`src/sample_fifo_pkg.sv`:
```
// constants, state codes and carrier types of the sensor sample fifo
`default_nettype none
package sample_fifo_pkg;
    localparam logic [7:0] ADDR_EXTRA_CFG = 8'hdf;
    localparam logic [7:0] ADDR_ITEM_MAP  = 8'hfc;
    localparam logic [7:0] ADDR_LEVEL     = 8'hfd;
    localparam logic [7:0] ADDR_READ_LOW  = 8'hfe;
    localparam logic [7:0] ADDR_READ_HIGH = 8'hff;
    localparam logic [7:0] RST_EXTRA_CFG  = 8'h21;
    localparam logic [7:0] RST_ITEM_MAP   = 8'h00;
    localparam logic [7:0] MAP_USED_MASK  = 8'h7f;
    localparam int         BIT_STORE_FL   = 7;
    localparam int         BIT_MAP_ADC5   = 6;
    localparam int         ITEM_FLICKER   = 7;
    localparam int         RAM_BYTES      = 256;
    localparam int         MAX_ENTRIES    = 128;
    localparam int         STAGE_DEPTH    = 8;

    typedef enum logic {SER_IDLE, SER_EMIT} ser_t;

    typedef struct packed {
        logic [7:0]       status;
        logic [5:0][15:0] adc;
        logic [7:0]       flicker;
    } sample_t;

    typedef struct packed {
        logic       load;
        logic       wr;
        logic       rd;
        logic [7:0] addr;
        logic [7:0] wdata;
    } reg_req_t;
endpackage
`default_nettype wire

```
`src/sensor_sample_fifo.sv`:
```
// sample fifo: byte staging queue and the 256-byte entry store
`default_nettype none
module byte_stage #(
    parameter int WIDTH = 8,
    parameter int DEPTH = 8
) (
    input  wire logic             mclk,
    input  wire logic             rst_b,
    input  wire logic             in_valid,
    output logic                  in_ready,
    input  wire logic [WIDTH-1:0] in_data,
    output logic                  out_valid,
    input  wire logic             out_ready,
    output logic [WIDTH-1:0]      out_data
);
    localparam int AW = $clog2(DEPTH);
    localparam int CW = $clog2(DEPTH + 1);
    typedef struct packed {
        logic [DEPTH-1:0][WIDTH-1:0] mem;
        logic [AW-1:0]               wp;
        logic [AW-1:0]               rp;
        logic [CW-1:0]               cnt;
    } stage_t;
    stage_t s_ff;
    stage_t nxt_s;
    logic   push;
    logic   pull;

    assign in_ready  = s_ff.cnt != CW'(DEPTH);
    assign out_valid = s_ff.cnt != '0;
    assign out_data  = s_ff.mem[s_ff.rp];
    assign push      = in_valid && in_ready;
    assign pull      = out_valid && out_ready;

    always_comb begin
        nxt_s = s_ff;
        if (push) begin
            nxt_s.mem[s_ff.wp] = in_data;
            nxt_s.wp = (s_ff.wp == AW'(DEPTH - 1)) ? '0
                                                   : AW'(s_ff.wp + 1'b1);
        end
        if (pull) begin
            nxt_s.rp = (s_ff.rp == AW'(DEPTH - 1)) ? '0
                                                   : AW'(s_ff.rp + 1'b1);
        end
        nxt_s.cnt = CW'(s_ff.cnt + CW'(push) - CW'(pull));
    end

    always_ff @(posedge mclk or negedge rst_b) begin
        if (!rst_b) begin
            s_ff <= '0;
        end else begin
            s_ff <= nxt_s;
        end
    end
endmodule

module sensor_sample_fifo (
    input  wire logic                       mclk,
    input  wire logic                       rst_b,
    input  wire logic                       sample_valid,
    input  wire sample_fifo_pkg::sample_t   sample,
    input  wire logic                       flicker_detect_on,
    input  wire logic                       overflow_clear,
    input  wire sample_fifo_pkg::reg_req_t  req,
    output logic                            sample_ready,
    output logic [7:0]                      rdata,
    output logic                            rdata_valid,
    output logic                            overflow
);
    typedef struct packed {
        sample_fifo_pkg::ser_t    ser;
        logic [2:0]               item;
        logic                     hi;
        logic [7:0]               en;
        sample_fifo_pkg::sample_t smp;
        logic [7:0]               map;
        logic                     store_fl;
        logic [7:0]               ptr;
        logic [7:0]               rdata;
        logic                     rvalid;
        logic                     ovf;
        logic                     rdy;
        logic [8:0]               commit;
        logic [8:0]               count;
        logic [7:0]               wr_ptr;
        logic [7:0]               rd_ptr;
        logic [255:0][7:0]        ram;
    } st_t;

    st_t        s_ff;
    st_t        nxt_s;
    logic [7:0] acc;
    logic [7:0] level;
    logic [7:0] en_now;
    logic [3:0] need_now;
    logic [3:0] nxt_item;
    logic [3:0] first_item;
    logic       try_acc;
    logic       fits;
    logic       pop;
    logic       st_in_valid;
    logic       st_in_ready;
    logic [7:0] st_in_data;
    logic       st_out_valid;
    logic [7:0] st_out_data;
    logic       drain_ready;
    logic       take;

    // first enabled item at or after from; 8 means none left
    function automatic logic [3:0] next_item(input logic [7:0] en,
                                             input logic [3:0] from);
        logic [3:0] r;
        r = 4'h8;
        for (int i = 7; i >= 0; i--) begin
            if (en[i] && (4'(i) >= from)) begin
                r = 4'(i);
            end
        end
        return r;
    endfunction

    function automatic logic [3:0] need_bytes(input logic [7:0] en);
        logic [3:0] n;
        n = 4'(en[0]) + 4'(en[7]);
        for (int i = 1; i <= 6; i++) begin
            n = 4'(n + {2'h0, en[i], 1'b0});
        end
        return n;
    endfunction

    function automatic logic [7:0] byte_of(
        input sample_fifo_pkg::sample_t smp,
        input logic [2:0] item,
        input logic hi);
        logic [15:0] w;
        w = 16'h0000;
        if (item != 3'h0 && item != 3'h7) begin
            w = smp.adc[3'(item - 3'h1)];
        end
        case (item)
            3'h0:    byte_of = smp.status;
            3'h7:    byte_of = smp.flicker;
            default: byte_of = hi ? w[15:8] : w[7:0];
        endcase
    endfunction

    assign st_in_valid = s_ff.ser == sample_fifo_pkg::SER_EMIT;
    assign st_in_data  = byte_of(s_ff.smp, s_ff.item, s_ff.hi);

    // store write waits while a host read pops, keeping one ram port busy
    assign drain_ready = !pop;
    assign take        = st_out_valid && drain_ready;

    byte_stage #(
        .WIDTH (8),
        .DEPTH (sample_fifo_pkg::STAGE_DEPTH)
    ) u_stage (
        .mclk      (mclk),
        .rst_b     (rst_b),
        .in_valid  (st_in_valid),
        .in_ready  (st_in_ready),
        .in_data   (st_in_data),
        .out_valid (st_out_valid),
        .out_ready (drain_ready),
        .out_data  (st_out_data)
    );

    always_comb begin
        en_now = {1'b0, s_ff.map[6:0]};
        en_now[sample_fifo_pkg::BIT_MAP_ADC5] =
            s_ff.map[sample_fifo_pkg::BIT_MAP_ADC5] && !flicker_detect_on;
        en_now[sample_fifo_pkg::ITEM_FLICKER] =
            s_ff.store_fl && flicker_detect_on;
        need_now = need_bytes(en_now);
        fits = ({1'b0, s_ff.commit} + 10'(need_now))
               <= 10'(sample_fifo_pkg::RAM_BYTES);
        try_acc = s_ff.rdy && sample_valid && (need_now != 4'h0);
        acc = req.load ? req.addr : s_ff.ptr;
        level = s_ff.count[8:1];
        pop = req.rd && (acc == sample_fifo_pkg::ADDR_READ_HIGH)
              && (level != 8'h00);
        nxt_item = next_item(s_ff.en, 4'(s_ff.item) + 4'h1);
        first_item = next_item(en_now, 4'h0);

        nxt_s = s_ff;
        nxt_s.rvalid = req.rd;
        if (req.rd || req.wr) begin
            nxt_s.ptr = (acc == sample_fifo_pkg::ADDR_READ_HIGH)
                        ? sample_fifo_pkg::ADDR_READ_LOW
                        : 8'(acc + 8'h01);
        end else if (req.load) begin
            nxt_s.ptr = req.addr;
        end
        if (req.wr && acc == sample_fifo_pkg::ADDR_ITEM_MAP) begin
            nxt_s.map = req.wdata & sample_fifo_pkg::MAP_USED_MASK;
        end
        // reserved config bits are held constant, writes cannot disturb them
        if (req.wr && acc == sample_fifo_pkg::ADDR_EXTRA_CFG) begin
            nxt_s.store_fl = req.wdata[sample_fifo_pkg::BIT_STORE_FL];
        end
        if (req.rd) begin
            unique case (acc)
                sample_fifo_pkg::ADDR_ITEM_MAP:  nxt_s.rdata = s_ff.map;
                sample_fifo_pkg::ADDR_EXTRA_CFG: nxt_s.rdata =
                    {s_ff.store_fl, sample_fifo_pkg::RST_EXTRA_CFG[6:0]};
                sample_fifo_pkg::ADDR_LEVEL:     nxt_s.rdata = level;
                sample_fifo_pkg::ADDR_READ_LOW:  nxt_s.rdata =
                    (level != 8'h00) ? s_ff.ram[s_ff.rd_ptr] : 8'h00;
                sample_fifo_pkg::ADDR_READ_HIGH: nxt_s.rdata =
                    (level != 8'h00) ? s_ff.ram[8'(s_ff.rd_ptr + 8'h01)]
                                     : 8'h00;
                default:                         nxt_s.rdata = 8'h00;
            endcase
        end
        if (pop) begin
            nxt_s.rd_ptr = 8'(s_ff.rd_ptr + 8'h02);
        end
        if (take) begin
            nxt_s.ram[s_ff.wr_ptr] = st_out_data;
            nxt_s.wr_ptr = 8'(s_ff.wr_ptr + 8'h01);
        end
        nxt_s.count = 9'(s_ff.count + 9'(take) - {7'h00, pop, 1'b0});

        unique case (s_ff.ser)
            sample_fifo_pkg::SER_IDLE: begin
                if (try_acc && fits) begin
                    nxt_s.smp = sample;
                    nxt_s.en  = en_now;
                    nxt_s.item = first_item[2:0];
                    nxt_s.hi  = 1'b0;
                    nxt_s.ser = sample_fifo_pkg::SER_EMIT;
                    nxt_s.rdy = 1'b0;
                end
            end
            sample_fifo_pkg::SER_EMIT: begin
                if (st_in_ready) begin
                    if (s_ff.item != 3'h0 && s_ff.item != 3'h7
                        && !s_ff.hi) begin
                        nxt_s.hi = 1'b1;
                    end else if (nxt_item[3]) begin
                        nxt_s.hi  = 1'b0;
                        nxt_s.ser = sample_fifo_pkg::SER_IDLE;
                        nxt_s.rdy = 1'b1;
                    end else begin
                        nxt_s.hi   = 1'b0;
                        nxt_s.item = nxt_item[2:0];
                    end
                end
            end
        endcase

        nxt_s.commit = 9'(s_ff.commit - {7'h00, pop, 1'b0});
        if (s_ff.ser == sample_fifo_pkg::SER_IDLE && try_acc && fits) begin
            nxt_s.commit = 9'(nxt_s.commit + 9'(need_now));
        end
        nxt_s.ovf = (try_acc && !fits) || (s_ff.ovf && !overflow_clear);
    end

    always_ff @(posedge mclk or negedge rst_b) begin
        if (!rst_b) begin
            s_ff          <= '0;
            s_ff.map      <= sample_fifo_pkg::RST_ITEM_MAP;
            s_ff.store_fl <= sample_fifo_pkg::RST_EXTRA_CFG[7];
            s_ff.rdy      <= 1'b1;
        end else begin
            s_ff <= nxt_s;
        end
    end

    assign sample_ready = s_ff.rdy;
    assign rdata        = s_ff.rdata;
    assign rdata_valid  = s_ff.rvalid;
    assign overflow     = s_ff.ovf;
endmodule
`default_nettype wire

```
`config.mk`:
```
export PLATFORM = sky130hd
export DESIGN_NAME = sensor_sample_fifo
export DESIGN_NICKNAME = d
export VERILOG_FILES = /design/src/sample_fifo_pkg.sv /design/src/sensor_sample_fifo.sv
export SDC_FILE = /design/constraint.sdc
export NUM_CORES = 2
export LEC_CHECK = 0
export BUFFER_PORTS_ARGS = -buffer_cell sky130_fd_sc_hd__buf_2
export CORE_MARGIN = 3
export CORE_UTILIZATION = 55
export DETAILED_ROUTE_END_ITERATION = 8
export GPL_TIMING_DRIVEN = 1
export PLACE_DENSITY_LB_ADDON = 0.3
export SYNTH_ARGS = -nofsm -noshare
export SYNTH_HDL_FRONTEND = slang
export SYNTH_SLANG_ARGS = --single-unit
export TNS_END_PERCENT = 20
```
`constraint.sdc`:
```
create_clock -name mclk -period 6.1 [get_ports mclk]
set_clock_uncertainty 0.15 [all_clocks]
set_input_delay 0.61 -clock mclk [delete_from_list [all_inputs] [get_ports mclk]]
set_output_delay 0.61 -clock mclk [all_outputs]
set_load 0.01 [all_outputs]
```
; Yosys cells after proc, flatten, opt, wreduce, memory -nomap -nowiden
; Cells that the tools add are included.
[classes]
addsub = 22
order_cmp = 17
n_eq_ne = 15
mux = 54
bitwise_logic = 1
reduce_logical = 43
[ops]
columns = op, count
row1 = bitwise mux 2048 bit, 1
row2 = binary-select mux 8 bit (select 8 bit), 2
row3 = two-way mux 125 bit, 1
row4 = two-way mux 8 bit, 11
row5 = bitwise mux 64 bit, 1
row6 = demux 8 bit (select 8 bit), 1
row7 = binary-select mux 16 bit (select 3 bit), 1
row8 = == test 8 bit (second input constant), 5
row9 = case mux 8 bit (5 select lines), 1
row10 = two-way mux 4 bit, 9
row11 = two-way mux 3 bit, 11
row12 = two-way mux 16 bit, 2
row13 = logical AND 1 bit, 27
row14 = less-than comparator 8 x 9 -> 1 bit (second input constant), 3
row15 = adder 8 x 1 -> 8 bit (second input constant), 3
row16 = binary-select mux 8 bit (select 3 bit), 1
row17 = demux 8 bit (select 3 bit), 1
row18 = subtractor 9 x 2 -> 9 bit, 2
row19 = adder 4 x 2 -> 4 bit, 4
row20 = greater-or-equal comparator 3 x 4 -> 1 bit (first input constant), 4
row21 = case mux 8 bit (2 select lines), 1
row22 = less-than comparator 3 x 4 -> 1 bit (second input constant), 3
row23 = adder 9 x 4 -> 10 bit, 1
row24 = less-or-equal comparator 10 x 9 -> 1 bit (second input constant), 1
row25 = other kinds (34), 55
[word_totals]
ff_bits = 2308
out_inout_bits = 11

; Depth between registers and ports, before layout
[depth]
depth_word = 15
depth_mapped = 23

; Cells and area by module
; Synthesis repeated with hierarchy kept, for this count alone.
[hier_totals]
hier_cells = 6992
hier_area_um2 = 108213.8
[by_module_without_submodules]
columns = module, n_inst, cells_per_inst, area_per_inst_um2, seq_area_each_um2
row1 = sensor_sample_fifo, 1, 6773, 104629.1, 55879.8
row2 = byte_stage, 1, 219, 3584.7, 1851.8

; Worst setup path before layout
; No wires, ideal clock.
[synth_path]
path_type = register -> register
startpoint = reg s_ff, in the netlist en_now[1]
endpoint = reg s_ff[2125] (netlist name)
setup_time_ns = 0.117
arrival_time_ns = 4.543
setup_slack_ns = 1.290
stages_incl_launch_ff = 19
n_path_buf = 2
period_less_slack_ns = 4.810
cell_sequence = dfrtp_1 -> inv_1 -> fa_1 -> inv_1 -> fa_1 -> fa_1 -> ha_1 -> inv_1 -> fa_1 -> inv_1 -> ha_1 -> or4bb_1 -> o31ai_1 -> a31o_2 -> nand3_1 -> clkbuf_1 -> clkbuf_1 -> nand2_1 -> nand2_1
[synth_via]
elab_chain_cells = 10
elab_cells_between_ends = 12
classes_between = 7 x add/sub / 1 x order compare / 4 x reduce/logical
[synth_rtl]
columns = element, line
row1 = "start, declared", sensor_sample_fifo.sv:91  ; st_t s_ff;
row2 = "start signal, assigned", sensor_sample_fifo.sv:267  ; s_ff <= nxt_s;
row3 = adder 2 x 2 -> 3 bit (*), sensor_sample_fifo.sv:127  ; n = 4'(n + {2'h0, en[i], 1'b0});
row4 = adder 3 x 2 -> 4 bit (*), sensor_sample_fifo.sv:127
row5 = adder 4 x 2 -> 4 bit (*) (4 in a row), sensor_sample_fifo.sv:127
row6 = adder 9 x 4 -> 10 bit or nonzero test 4 bit (tied branches), "sensor_sample_fifo.sv:176, sensor_sample_fifo.sv:178"
row7 = less-or-equal comparator 10 x 9 -> 1 bit or logical AND 1 bit (tied branches), "sensor_sample_fifo.sv:177, sensor_sample_fifo.sv:178"
row8 = logical AND 1 bit (*), sensor_sample_fifo.sv:227  ; if (try_acc && fits) begin
row9 = AND reduction 2 bit (no line) (*), --
; Mark *: on every way between the ends. The rest lies on a longest branch, timed or not.
; A chain may end at the register's enable or synchronous reset.

; Final worst setup path
[layout_path]
startpoint = reg s_ff, in the netlist en_now[1]
endpoint = reg s_ff[2169] (netlist name)
; The elaborated chain is that of the path after synthesis.

==> results_dict.tcl <==
set metrics [dict create \
    vias 76700 \
    met3_usage 0.06921 \
    cp-end-kind "register" \
    drtIter0Drc 8115 \
    grt_pass1_vias 76900 \
    cts_buffers 229 \
    yosysUniqueCellTypes 86 \
    antenna_left 0 \
    worst-setup-path-type "reg2reg" \
    outcome "completed" \
    syn_nets 9905 \
    synth_top_area_frac 0.5543 \
    core-area_sq_um 188000 \
    final_net_count 9784 \
    ys_seq_area_frac 0.5546 \
    max_freq_ghz 0.1784 \
    grt_pass1_wl_mm 463.2 \
    grt_overflow 0 \
    irDropWorstVdd_mv 0.3296 \
    synthAdderAreaFrac 0.007476 \
    die-area_sq_um 194500 \
    hold_viol 0 \
    synth_xor_area_frac 0.003618 \
    wirelength_mm 298.7 \
    cellPowerDensity_nw_per_um2 306.9 \
    postSynthAreaPerCell_sq_um 10.72 \
    synth_commonest_cells "dfrtp_1, nand2_1, o21ai_0, a21oi_1, nor2_1" \
    fp-row-count 159 \
    syn_to_final_growth_pct 11.09 \
    ys_ff_latch 2307 \
    place_congestion 0.9015 \
    crit_arrival_ns 6.28 \
    rsz0062_at_grt "no" \
    boundaryPins 147 \
    leakage_nw 51.58 \
    cp-start-kind "register" \
    place_hpwl_mm 184.8 \
    ys_top_cells_by_area "dfrtp_1, mux4_2, o21ai_0" \
    cts.sinks 2307 \
    insertion_delay_ns 0.90 \
    post_drt_wl_per_cell_um 24.31 \
    hold_path_class "in2reg" \
    fillers 14660 \
    synth-simple-area-share 0.1299 \
    cap_violations 0 \
    synth_edf_count 0 \
    slew_violations 0 \
    firstDrtPassIters 9 \
    grtUsageTotal 0.3111 \
    grt-busiest-layer "met2" \
    fin_crit_ns 5.604 \
    fin_tns_setup_ns 0 \
    antenna_found_initial 8 \
    cp_max_fo 118 \
    portBuffers 146 \
    min_period_over_period 0.9187 \
    finalPower_mw 35.48 \
    synthFlopType "dfrtp_1" \
    syn_area_sq_um 104100 \
    grt_max_degree 213 \
    use_met1 0.4240 \
    final_core_util 0.6151 \
    netlist.top_cell.by_area "dfrtp_1" \
    synth_compound_area_frac 0.1320 \
    cts-root-buf "clkbuf_16" \
    start_util 0.5537 \
    tightest_slew_ns 1.305 \
    tritoncts "built" \
    die_h_um 441.1 \
    cts_setup_buffers 0 \
    via_per_inst 6.242 \
    muxShareOfSynthArea 0.1316 \
    htree_levels 4 \
    synth_top_family_by_area "compound AO/OA/AOI/OAI gates" \
    setup_viol 0 \
    drc 0 \
    synth_cells 9711 \
    relSlewSlack 0.1278 \
    yosysWarnings 0 \
    synthMostInstantiatedCell "dfrtp_1" \
    fp.dieW_um 441.1 \
    use_met2 0.4733 \
    drive_gt1_frac 0.1503 \
    clk_path_buf_depth 3 \
    async_flop_share 1.000 \
    cp.required_ns 6.77 \
    clk_pin_slew_worst_paths_ns 0.06 \
]
## area by class of cell
| cell class | count | area, sq um | share of cell area |
|---|---|---|---|
| Clock inverter | 82 | 1160 | 0.01003 |
| Timing Repair Buffer | 477 | 4148 | 0.03587 |
| Clock buffer | 344 | 6853 | 0.05926 |
| Multi-Input combinational cell | 6512 | 42340 | 0.3662 |
| Antenna cell | 8 | 20.02 | 0.0001731 |
| Sequential cell | 2307 | 57750 | 0.4994 |
| Inverter | 63 | 241.5 | 0.002088 |
| Tap cell | 2495 | 3122 | 0.02700 |
## final timing paths
check,slack [ns],startpoint,depth (start not counted),end
min in group asynchronous,0.18,rst_b,2,s_ff[1799]
min reg2reg,0.32,s_ff[813],2,s_ff[813]
max reg2reg,0.50,en_now[1],18,s_ff[2169]
max,0.50,en_now[1],18,s_ff[2169]
min,0.09,sample_valid,6,st_in_valid
max in group asynchronous,3.83,rst_b,4,s_ff[242]
## sequential cells by signal (all words and copies together) (netlist names)
register and flops:
st_in_valid 1, s_ff 2207, level 8, u_stage.s_ff 74, overflow 1, sample_ready 1, rdata_valid 1, rdata 8
en_now 6
## cell usage in the layout (no fill, tap or decap), drive strengths merged, types with 11 or more instances in the layout
cell type    Yosys  routed
clkinv           2      57
dlygate4sd3      0     135
xor2            16      16
nor3            20      20
a2111oi         16      16
ha              51      51
nand2b          12      12
a21o            12      12
mux2i          184     184
nand2         2133    2133
nor2           640     640
a22oi           57      57
inv             61      67
nor4            24      24
buf            441     342
o221ai          26      26
bufinv           0      20
and3            14      14
o22ai           39      39
mux4           513     513
nand4          157     157
o21ai         1655    1655
nand3           45      45
a21oi          615     615
and2            17      17
nand3b          11      11
a211oi          45      45
a31oi           11      11
dfrtp         2306    2306
a221oi          26      26
mux2            24      24
xnor2           27      27
nor2b           29      29
clkbuf         388     344
## metrics by stage
step                      area [sq um]  setup slack (ns)  hold slack, ns  cells
after floorplan                 104100             1.290          0.1644   9711
after global placement          106300            0.6300          0.3033  11720
after detailed placement        106300            0.3099          0.3084  11720
after CTS                       115600            0.3201         0.02755  12280
after global routing            115600            0.2153         0.07609  12280
final                           115600            0.4959         0.08832  12290
## where the power goes
part,switching (mW),total [mW],internal [mW]
combinational,3.10,4.46,1.35
clock,6.19,14.8,8.62
sequential,0.410,16.2,15.8
total,9.70,35.5,25.8
## cell families (layout without fill, tap and decap cells)
logic type | after synthesis | count (layout)
buf+inv | 892 | 966
simple gates | 3121 | 3121
mux | 721 | 721
compound gates | 2569 | 2569
other cells | 0 | 8
xor+xnor | 43 | 43
flops | 2307 | 2307
fa+ha+maj | 58 | 58
## what timing repair did
item / 4_1_cts / 5_1_grt
hold buffers: 135 / 0
setup endpoints to repair: 0 / 61
endpoints found under the hold margin: 231 / 0
gates resized for setup: 0 / 1
## layer usage
metal  vias to the layer above  part of all wire
li1                      33750                 -
met1                     38670              0.40
met2                      3433              0.46
met3                       843             0.088
met4                         4             0.056
met5                         -           0.00052
## critical path: stages, from the launching register on
cell and delay, ns:
dfrtp_1 0.41, inv_1 0.10, fa_1 0.54, inv_1 0.05, fa_1 0.45, fa_1 0.50
ha_1 0.13, inv_1 0.05, fa_1 0.56, inv_1 0.07, ha_1 0.34, nor2b_1 0.15
o21ai_0 0.10, a211oi_1 0.32, o21ai_0 0.31, nand3_4 0.27, buf_6 0.65, nand2_1 0.17
nand2_1 0.13
Note: power is estimated with default switching activity, not from simulation.
